--- config.mk ---
export PLATFORM = sky130hd
export DESIGN_NAME = sbt_tap
export DESIGN_NICKNAME = d
export VERILOG_FILES = /design/src/sbt_pkg.sv /design/src/sbt_tap.sv
export SDC_FILE = /design/constraint.sdc
export NUM_CORES = 1
export LEC_CHECK = 0
export BUFFER_PORTS_ARGS = -buffer_cell sky130_fd_sc_hd__buf_4
export CAP_MARGIN = 20
export CORE_AREA = 5 5 139 141
export DETAILED_ROUTE_END_ITERATION = 7
export DIE_AREA = 0 0 144 146
export PLACE_DENSITY = 0.78
export REMOVE_ABC_BUFFERS = 1
export SYNTH_ARGS = -nofsm -noshare
export SYNTH_HDL_FRONTEND = slang
export SYNTH_SLANG_ARGS = --single-unit
--- constraint.sdc ---
create_clock -name ref_clk -period 2.4 [get_ports ref_clk]
set_clock_uncertainty 0.15 [all_clocks]
set_input_delay 0.24 -clock ref_clk [delete_from_list [all_inputs] [get_ports ref_clk]]
set_output_delay 0.24 -clock ref_clk [all_outputs]
set_load 0.02 [all_outputs]
--- src/sbt_pkg.sv ---
/*
  Package for the SRAM boundary scan test port: instruction codes,
  identification fields, chain lengths and the controller states.
  Assumes nothing of its surroundings.
*/
package sbt_pkg;

  // ----------------------------------------
  // Register sizes
  // ----------------------------------------
  localparam int unsigned IR_W = 3;
  localparam int unsigned BSR_LEN = 89;
  localparam int unsigned ID_W = 32;

  // ----------------------------------------
  // Instruction codes
  // ----------------------------------------
  localparam logic [2:0] INS_EXTEST = 3'h0;
  localparam logic [2:0] INS_IDCODE = 3'h1;
  localparam logic [2:0] INS_SAMPLE_Z = 3'h2;
  localparam logic [2:0] INS_SAMPLE = 3'h4;
  localparam logic [2:0] INS_BYPASS = 3'h7;
  localparam logic [1:0] IR_CAPTURE_PAT = 2'h1;

  // ----------------------------------------
  // Identification field positions and values (values arbitrary)
  // ----------------------------------------
  localparam int unsigned ID_REV_LSB = 29;
  localparam int unsigned ID_DEPTH_LSB = 24;
  localparam int unsigned ID_TYPE_LSB = 18;
  localparam int unsigned ID_DEV_LSB = 12;
  localparam int unsigned ID_MAKER_LSB = 1;
  localparam logic [2:0] ID_REV_VAL = 3'h0;
  localparam logic [4:0] ID_DEPTH_VAL = 5'h03;   // Arbitrary
  localparam logic [5:0] ID_TYPE_VAL = 6'h09;    // Arbitrary
  localparam logic [5:0] ID_DEV_VAL = 6'h11;     // Arbitrary
  localparam logic [10:0] ID_MAKER_VAL = 11'h05A; // Arbitrary
  localparam logic ID_PRESENT = 1'b1;

  // ----------------------------------------
  // Boundary cell positions and reset values
  // ----------------------------------------
  localparam int unsigned OE_CELL = 88;  // Cell #89, counted from one
  localparam logic [88:0] BSR_RESET = {1'b1, 88'h0};

  // ----------------------------------------
  // Controller states and pin carrier
  // ----------------------------------------
  typedef enum logic [3:0] {
    ST_RESET, ST_IDLE, ST_SEL_DR, ST_CAP_DR, ST_SH_DR, ST_EX1_DR,
    ST_PAU_DR, ST_EX2_DR, ST_UPD_DR, ST_SEL_IR, ST_CAP_IR, ST_SH_IR,
    ST_EX1_IR, ST_PAU_IR, ST_EX2_IR, ST_UPD_IR
  } sbt_state_e;

  typedef struct packed {
    logic tck;
    logic tms;
    logic tdi;
  } sbt_pins_s;

endpackage : sbt_pkg

--- src/sbt_tap.sv ---
/*
  Boundary scan test access port of the SRAM, sampled on ref_clk.
  Assumes the test pins come from the board, asynchronous to ref_clk,
  with a test clock much slower than ref_clk (bench uses 320 ns).
*/
// Overview of operation
// - Code 000 captures ring, selects boundary chain, forces SRAM outputs high-Z when the output control cell is low.
// - Code 001 loads the fixed identification value and selects it.
// - Code 010 captures ring, selects boundary chain, disables output drivers.
// - Code 100 captures ring, selects boundary chain, leaves memory untouched.
// - Code 111 selects the one-bit bypass register.
// - Boundary chain is exactly 89 cells long.
// - Identification bits 31:29 hold the revision.
// - Identification bits 28:24 hold a fixed depth field.
// - Identification bits 23:18 hold memory type and architecture.
// - Identification bits 17:12 hold the device identifier.
// - Identification bits 11:1 hold the maker code.
// - Identification bit 0 is always one.
// - Data sampled on test clock rise, data out changes on fall.
// - Reset and test-logic-reset load the identification instruction.
// - Capture-instruction loads 01 into the two low bits.
// - Output control cell presets high; low under EXTEST tristates outputs.
`timescale 1ns/1ns
`default_nettype none
module sbt_tap
  import sbt_pkg::*;
#(
  parameter int unsigned CHAIN_LEN = BSR_LEN
)(
  input wire logic ref_clk,
  input wire logic reset_n,
  input wire logic clk_en,
  input wire sbt_pins_s pins,
  input wire logic [CHAIN_LEN-1:0] ring_in,
  output logic tdo,
  output logic tdo_oe,
  output logic [CHAIN_LEN-1:0] ring_out,
  output logic sram_out_hiz
);

  // ----------------------------------------
  // Pin synchronisers
  // ----------------------------------------
  sbt_pins_s meta_q, sync_q, meta_d, sync_d;
  logic tck_old_q, tck_old_d;
  logic rise, fall;

  // Two stages before any logic looks at the pins
  always_comb
  begin
    meta_d = pins;
    sync_d = meta_q;
    tck_old_d = sync_q.tck;
  end

  always_ff @(posedge ref_clk or negedge reset_n)
  begin
    if (!reset_n)
    begin
      // Idle pin levels, so no false test clock edge follows reset
      meta_q <= '1;
      sync_q <= '1;
      tck_old_q <= 1'b1;
    end
    else if (clk_en)
    begin
      meta_q <= meta_d;
      sync_q <= sync_d;
      tck_old_q <= tck_old_d;
    end
  end

  assign rise = sync_q.tck & ~tck_old_q;
  assign fall = ~sync_q.tck & tck_old_q;

  // ----------------------------------------
  // Controller state
  // ----------------------------------------
  sbt_state_e st_q, st_d;

  // Sixteen-state walk, mode bit taken at each test clock rise
  always_comb
  begin
    st_d = st_q;
    if (rise)
    begin
      unique case (st_q)
        ST_RESET: st_d = sync_q.tms ? ST_RESET : ST_IDLE;
        ST_IDLE: st_d = sync_q.tms ? ST_SEL_DR : ST_IDLE;
        ST_SEL_DR: st_d = sync_q.tms ? ST_SEL_IR : ST_CAP_DR;
        ST_CAP_DR: st_d = sync_q.tms ? ST_EX1_DR : ST_SH_DR;
        ST_SH_DR: st_d = sync_q.tms ? ST_EX1_DR : ST_SH_DR;
        ST_EX1_DR: st_d = sync_q.tms ? ST_UPD_DR : ST_PAU_DR;
        ST_PAU_DR: st_d = sync_q.tms ? ST_EX2_DR : ST_PAU_DR;
        ST_EX2_DR: st_d = sync_q.tms ? ST_UPD_DR : ST_SH_DR;
        ST_UPD_DR: st_d = sync_q.tms ? ST_SEL_DR : ST_IDLE;
        ST_SEL_IR: st_d = sync_q.tms ? ST_RESET : ST_CAP_IR;
        ST_CAP_IR: st_d = sync_q.tms ? ST_EX1_IR : ST_SH_IR;
        ST_SH_IR: st_d = sync_q.tms ? ST_EX1_IR : ST_SH_IR;
        ST_EX1_IR: st_d = sync_q.tms ? ST_UPD_IR : ST_PAU_IR;
        ST_PAU_IR: st_d = sync_q.tms ? ST_EX2_IR : ST_PAU_IR;
        ST_EX2_IR: st_d = sync_q.tms ? ST_UPD_IR : ST_SH_IR;
        ST_UPD_IR: st_d = sync_q.tms ? ST_SEL_DR : ST_IDLE;
      endcase
    end
  end

  always_ff @(posedge ref_clk or negedge reset_n)
  begin
    if (!reset_n)
      st_q <= ST_RESET;
    else if (clk_en)
      st_q <= st_d;
  end

  // ----------------------------------------
  // Scan registers and instruction decode
  // ----------------------------------------
  logic [IR_W-1:0] ir_sh_q, ir_sh_d, ir_q, ir_d;
  logic [ID_W-1:0] dr_id_q, dr_id_d;
  logic byp_q, byp_d;
  logic [CHAIN_LEN-1:0] bsr_q, bsr_d, upd_q, upd_d;
  logic tdo_q, tdo_d, oe_q, oe_d;
  logic sel_bsr, sel_id;
  logic in_reset;
  logic tick_cap_ir, tick_sh_ir, tick_upd_ir;
  logic tick_cap_dr, tick_sh_dr, tick_upd_dr;
  logic [ID_W-1:0] id_word;

  // Fixed identification word, field by field
  assign id_word = {ID_REV_VAL,
                    ID_DEPTH_VAL,
                    ID_TYPE_VAL,
                    ID_DEV_VAL,
                    ID_MAKER_VAL,
                    ID_PRESENT};

  // Reserved codes fall to bypass so the chain never breaks
  assign sel_bsr = (ir_q == INS_EXTEST) || (ir_q == INS_SAMPLE_Z)
                   || (ir_q == INS_SAMPLE);
  assign sel_id = (ir_q == INS_IDCODE);

  // Reset acts on the state itself, not on a later rise, so the
  // presets stand as soon as the controller arrives there
  assign in_reset = (st_q == ST_RESET);

  // One-cycle strobes: a test clock rise seen in the named state
  assign tick_cap_ir = rise && (st_q == ST_CAP_IR);
  assign tick_sh_ir = rise && (st_q == ST_SH_IR);
  assign tick_upd_ir = rise && (st_q == ST_UPD_IR);
  assign tick_cap_dr = rise && (st_q == ST_CAP_DR);
  assign tick_sh_dr = rise && (st_q == ST_SH_DR);
  assign tick_upd_dr = rise && (st_q == ST_UPD_DR);

  // ----------------------------------------
  // Instruction register
  // ----------------------------------------
  // Shift stage and held instruction; the held one moves only on
  // update or in reset, so a half-shifted code never reaches the decode
  always_comb
  begin
    ir_sh_d = ir_sh_q;
    ir_d = ir_q;
    if (tick_cap_ir)
      ir_sh_d = {ir_sh_q[IR_W-1:2], IR_CAPTURE_PAT};
    else if (tick_sh_ir)
      ir_sh_d = {sync_q.tdi, ir_sh_q[IR_W-1:1]};
    if (in_reset)
      ir_d = INS_IDCODE;
    else if (tick_upd_ir)
      ir_d = ir_sh_q;
  end

  always_ff @(posedge ref_clk or negedge reset_n)
  begin
    if (!reset_n)
    begin
      ir_sh_q <= '0;
      ir_q <= INS_IDCODE;
    end
    else if (clk_en)
    begin
      ir_sh_q <= ir_sh_d;
      ir_q <= ir_d;
    end
  end

  // ----------------------------------------
  // Data registers
  // ----------------------------------------
  // Only the selected register captures or shifts; the ring is taken
  // as it stands, so a pin moving at capture may be caught either way
  always_comb
  begin
    dr_id_d = dr_id_q;
    byp_d = byp_q;
    bsr_d = bsr_q;
    if (tick_cap_dr)
    begin
      if (sel_bsr)
        bsr_d = ring_in;
      else if (sel_id)
        dr_id_d = id_word;
      else
        byp_d = 1'b0;
    end
    else if (tick_sh_dr)
    begin
      if (sel_bsr)
        bsr_d = {sync_q.tdi, bsr_q[CHAIN_LEN-1:1]};
      else if (sel_id)
        dr_id_d = {sync_q.tdi, dr_id_q[ID_W-1:1]};
      else
        byp_d = sync_q.tdi;
    end
  end

  always_ff @(posedge ref_clk or negedge reset_n)
  begin
    if (!reset_n)
    begin
      dr_id_q <= '0;
      byp_q <= 1'b0;
      bsr_q <= '0;
    end
    else if (clk_en)
    begin
      dr_id_q <= dr_id_d;
      byp_q <= byp_d;
      bsr_q <= bsr_d;
    end
  end

  // ----------------------------------------
  // Update latches
  // ----------------------------------------
  // Preload lands on update; test-logic-reset presets only the output control
  // cell, the rest keep what was last preloaded
  always_comb
  begin
    upd_d = upd_q;
    if (tick_upd_dr && sel_bsr)
      upd_d = bsr_q;
    if (in_reset)
      upd_d[OE_CELL] = 1'b1;
  end

  always_ff @(posedge ref_clk or negedge reset_n)
  begin
    if (!reset_n)
      upd_q <= BSR_RESET;
    else if (clk_en)
      upd_q <= upd_d;
  end

  // ----------------------------------------
  // Serial data out
  // ----------------------------------------
  // Data out changes only on test clock fall, driven in shift states;
  // the far end samples on rise, so half a test clock of margin
  always_comb
  begin
    tdo_d = tdo_q;
    oe_d = oe_q;
    if (fall)
    begin
      oe_d = (st_q == ST_SH_DR) || (st_q == ST_SH_IR);
      if (st_q == ST_SH_IR)
        tdo_d = ir_sh_q[0];
      else if (sel_bsr)
        tdo_d = bsr_q[0];
      else if (sel_id)
        tdo_d = dr_id_q[0];
      else
        tdo_d = byp_q;
    end
  end

  always_ff @(posedge ref_clk or negedge reset_n)
  begin
    if (!reset_n)
    begin
      tdo_q <= 1'b0;
      oe_q <= 1'b0;
    end
    else if (clk_en)
    begin
      tdo_q <= tdo_d;
      oe_q <= oe_d;
    end
  end

  // ----------------------------------------
  // Outputs
  // ----------------------------------------
  // Sample-Z always floats the bus; extest floats it when the cell is low
  assign sram_out_hiz = (ir_q == INS_SAMPLE_Z)
                        || ((ir_q == INS_EXTEST) && !upd_q[OE_CELL]);
  assign ring_out = upd_q;
  assign tdo = tdo_q;
  assign tdo_oe = oe_q;

endmodule : sbt_tap
`default_nettype wire

; ---- Word level (Yosys, flattened, before mapping)
; Index checks and enable logic that the tools add are counted.
[op_classes]
eq_ne = 26
muxes = 38
bitwise = 5
n_reduce_logical = 32
[ops]
columns = op, count
row1 = two-way mux 89 bit, 5
row2 = two-way mux 32 bit, 6
row3 = one-hot mux 4 bit (12 select lines), 1
row4 = "equality test 4 bit, second input constant", 8
row5 = "equality test 4 x 3 -> 1 bit, second input constant", 4
row6 = two-way mux 4 bit, 4
row7 = "inequality test 2 bit, second input constant", 8
row8 = two-way mux 1 bit, 13
row9 = two-way mux 3 bit, 4
row10 = AND reduction 2 bit, 6
row11 = AND reduction 6 bit, 2
row12 = two-way mux 2 bit, 5
row13 = "equality test 4 x 2 -> 1 bit, second input constant", 2
row14 = logical AND 1 bit, 8
row15 = nonzero test 2 bit, 4
row16 = "equality test 4 x 1 -> 1 bit, second input constant", 1
row17 = zero test 4 bit, 1
row18 = logical OR 1 bit, 4
row19 = AND reduction 4 bit, 1
row20 = OR reduction 2 bit, 2
row21 = "equality test 3 x 1 -> 1 bit, second input constant", 1
row22 = "equality test 3 x 2 -> 1 bit, second input constant", 1
row23 = "equality test 3 bit, second input constant", 1
row24 = zero test 3 bit, 1
row25 = 5 further kinds, 8
[totals]
reg_bits = 230
output_inout_bits = 92

; ---- Logic depth before layout (Yosys ltp)
[depth]
word_depth = 6
ltp_mapped = 8
ltp_nobuf = 4

; ---- Least setup slack after synthesis
; OpenSTA, ideal clock, no wires.
[synth_path]
path_kind = flip-flop to flip-flop
start = register tck_old_q
end = register upd_q[78] (netlist: ring_out[78])
setup_ns = 0.125
arrival_ns = 1.892
path_slack_ns = 0.233
path_stages_with_launch = 7
path_buffers = 3
synth_period_minus_slack_ns = 2.167
path_cell_list = dfstp_2 > and3b_1 > clkbuf_1 > nand4b_1 > buf_2 > buf_2 > mux2_2
[synth_between]
elab_chain_cells = 5
[synth_rtl]
columns = item, line
row1 = from (decl), sbt_tap.sv:45  ; logic tck_old_q, tck_old_d;
row2 = from (signal assigned), sbt_tap.sv:69  ; tck_old_q <= tck_old_d;
row3 = inverter 1 bit, sbt_tap.sv:73  ; assign rise = sync_q.tck & ~tck_old_q;
row4 = AND 1 bit, sbt_tap.sv:73
row5 = logical AND 1 bit, sbt_tap.sv:153  ; assign tick_upd_dr = rise && (st_q == ST_UPD_DR);
row6 = logical AND 1 bit, sbt_tap.sv:242  ; if (tick_upd_dr && sel_bsr)
row7 = AND reduction 2 bit (no line), -
row8 = to (signal assigned), sbt_tap.sv:253  ; upd_q <= upd_d;
row9 = to (decl), sbt_tap.sv:122  ; logic [CHAIN_LEN-1:0] bsr_q, bsr_d, upd_q, upd_d;
; Every way passes these cells.
; A chain may end at the register's enable or synchronous reset.

; ---- Final worst setup path
[layout_path]
start = register st_q[1]
end = register bsr_q[70]
[layout_between]
elab_chain_cells = 4
elab_cells_between_ends = 9
cone_classes = eq/ne (4) / mux (1) / reduce/logical (4)
[layout_rtl]
columns = item, line
row1 = from (decl), sbt_tap.sv:79  ; sbt_state_e st_q, st_d;
row2 = from (signal assigned), sbt_tap.sv:113  ; st_q <= st_d;
row3 = equality test 4 x 3 -> 1 bit or equality test 4 x 2 -> 1 bit (tied branches), "sbt_tap.sv:152, sbt_tap.sv:151"
row4 = "logical AND 1 bit, on equally long branches", "sbt_tap.sv:152, sbt_tap.sv:151"
row5 = inequality test 2 bit (no line) or nonzero test 2 bit (tied branches), -
row6 = AND reduction 4 bit (no line), -
row7 = to (signal assigned), sbt_tap.sv:230  ; bsr_q <= bsr_d;
row8 = to (decl), sbt_tap.sv:122
; Parallel ways exist; a longest one is shown, timed or not.

==> impl_results.md <==
- Status: finished clean
- Startpoint types: flip-flop
- Placer Congestion: 0.853
- Reg-to-reg slack, setup: 0.19 ns
- Worst Hold Class: input pin to asynchronous set/reset pin
- Syn Std Cell Area: 9620 µm²
- WL/cell: 17.7 µm
- Vias per std cell: 5.52
- Die Area: 21000 µm²
- Global-route wire length before repair: 42200 µm
- FF-to-FF End: bsr_q[70]
- Met2 Wirelength: 13100 µm
- Core area: 17800 µm²
- Final WL: 25600 µm
- VDD IR max: 0.520 mV
- Design area: 13200 µm²
- Initial DRT Pass Iterations: 4
- Placement Cell Area: 11400 µm²
- Num CTS Buffers: 24
- Fin cells: 1447
- Rel. slew slack: 64.0%
- CP max FO: 41
- LEAKAGE: 0.00626 µW
- TritonCTS Sinks: 230
- Max Transition Viols Final: 0
- Nets: 1294
- Clk_lat worst skew: 0.51 ns
- MaxCap Viol Count: 0
- R2r worst-path depth: 6
- Count of different cell masters after synthesis: 40
- GRT Total Usage: 24.5%
- Crit. End Element: flip-flop
- Setup Viol. Count Final: 0
- Uppermost routed layer: met4
- Yosys warns: 0
- Total power: 9230 µW
- Vias in the first global route: 8333
- Final ANT Viol Nets: 0
- Reg clk slew, reported paths: 0.06 ns
- Flops & latches, synth: 230
- RSZ-0062 raised after global routing: no
- CTS Root Cell: clkbuf_16
- Largest area contributor in the netlist: dfrtp_1
- Post-layout min period: 2.21 ns
- R2r startpoint: st_q[1]
- Chip height: 146 µm
- Area grow syn2layout: 37.6%
- Worst Setup Path Type: flip-flop to flip-flop
- Max Root-Sink Buffers: 3
- PD cells: 698 nW/µm²
- Maximum operating frequency: 452 MHz
- Worst setup startpoint: st_q[1]
- Chip Width: 144 µm
- Fraction of registers with async set/reset: 100%
- DRC: 0
- Number of DRC markers in iteration 0: 499
- Detail Placement HPWL: 14800 µm
- M1 WL: 10200 µm
- Post-synth EDFFs: 0
- Effective utilization at floorplan: 53.9%
- Vias: 7983
- Period utilization: 92.2%
- Slew @ Worst Pin: 0.540 ns
- CP arrival: 2.48 ns
- Wire length on met3: 1330 µm
- Total congestion overflow: 0
- Largest cells by area after synthesis: dfrtp_1, mux2_2, nand2_1, a31oi_1, nor2_1
- Share of the yosys chip area belonging to registers: 59.9%
- Cell Rows: 49
- Post-synth top cells: nand2_1, dfrtp_1, nor2_1
- CTS H-tree lvls: 1
- Inst Count DP: 1305
- Layout cell share with drive strength beyond 1: 29.5%
- Critical Path RT: 2.67 ns
- Most numerous cell in the Yosys netlist: nand2_1
- Largest net degree at the start of global routing: 110
- Mapped Cells: 932
- Main synth FF type: dfrtp_1
- Post-synth top area share: 57.5%
- CTS tree: done
- Initial antenna violation count: 2
- Fillers: 1136
- I/O pin count: 187
- Mean Syn Cell Area: 10.3 µm²
- I/O Buffers: 186
- Hold Vio Cnt, Final: 0
## worst max-delay path by stage
stage | to | slack (ns) | cells after the start
floorplan | bsr_q[0] | -3.43 | 3
global placement | bsr_q[43] | 0.30 | 6
detailed placement | bsr_q[73] | 0.25 | 6
CTS | bsr_q[70] | 0.20 | 6
global route | bsr_q[70] | 0.06 | 6
finish | bsr_q[70] | 0.19 | 6
## kinds of logic after synthesis
group / Yosys count / synth area share [%]
and+or+nand+nor: 372 / 15.3
DFF: 230 / 59.9
AOI/OAI and AO/OA: 159 / 10.3
muxes: 97 / 11.3
buffers and inverters: 74 / 3.20
## where the power goes
part	switching [µW]	leakage [µW]	total [µW]	internal [µW]
sequential	74.4	0.00317	4060	3980
combinational	601	0.00265	1060	463
clock	1560	0.000433	4110	2560
## sequential cells by signal (all words and copies together) (netlist names)
name       flops
sync_q         2
st_q           4
byp_q          1
tck_old_d      1
tdo_oe         1
ir_sh_q        3
meta_q         3
tck_old_q      1
ring_out      89
ir_q           3
dr_id_q       32
bsr_q         89
tdo            1
## metrics by stage
stage               setup slack (ns)  hold WS (ns)  utilization, %  setup TNS, ns
floorplan                      -3.43        -0.206               -        -548.92
global placement               0.296        0.0758            63.8              0
detailed placement             0.251        0.0801            63.8              0
CTS                            0.195         0.136            74.2              0
global route                  0.0557         0.157            74.2              0
finish                         0.187         0.125            74.2              0
## cell type report
| cell class | instances | area [µm²] | area share, % |
|---|---|---|---|
| repair buffers | 308 | 2730 | 20.6 |
| diodes | 2 | 5.00 | 0.0378 |
| clock buffers | 31 | 688 | 5.20 |
| well taps | 229 | 287 | 2.16 |
| flip-flops and latches | 230 | 5770 | 43.6 |
| clock inverters | 12 | 188 | 1.42 |
| inverters | 7 | 26.3 | 0.198 |
| multi-input cells | 628 | 3550 | 26.8 |
## routing by layer
layer | up-vias | GRT usage [%]
met3 | 76 | 4.50
met2 | 272 | 40.9
met5 | - | 0
li1 | 3701 | -
met4 | 0 | 10.5
met1 | 3934 | 31.2
## worst max-delay path: stages (launching register included)
cell	delay, ns
dfrtp_1	0.37
or3b_1	0.44
a2111oi_4	0.39
buf_12	0.27
buf_12	0.21
nor2_1	0.06
a31oi_1	0.19
## placed cells by master, fill, tap and decap left out, types with 3 or more instances in the layout
master	instances
a21oi_1	10
a31oi_1	91
buf_12	13
buf_4	197
bufinv_16	5
clkbuf_16	25
clkbuf_8	4
clkinv_2	6
dfrtp_1	221
dfstp_2	9
dlygate4sd3_1	97
inv_1	7
mux2_2	94
mux2i_1	3
nand2_1	243
nand3b_1	3
nor2_1	105
nor2b_1	4
o21ai_0	40
o221ai_1	3
## what timing repair did
action,CTS,global route
gates resized for setup,0,0
buffers inserted,0,0
hold buffers,97,0
hold endpoints to repair,285,0
(Power assumes the default switching activity.)
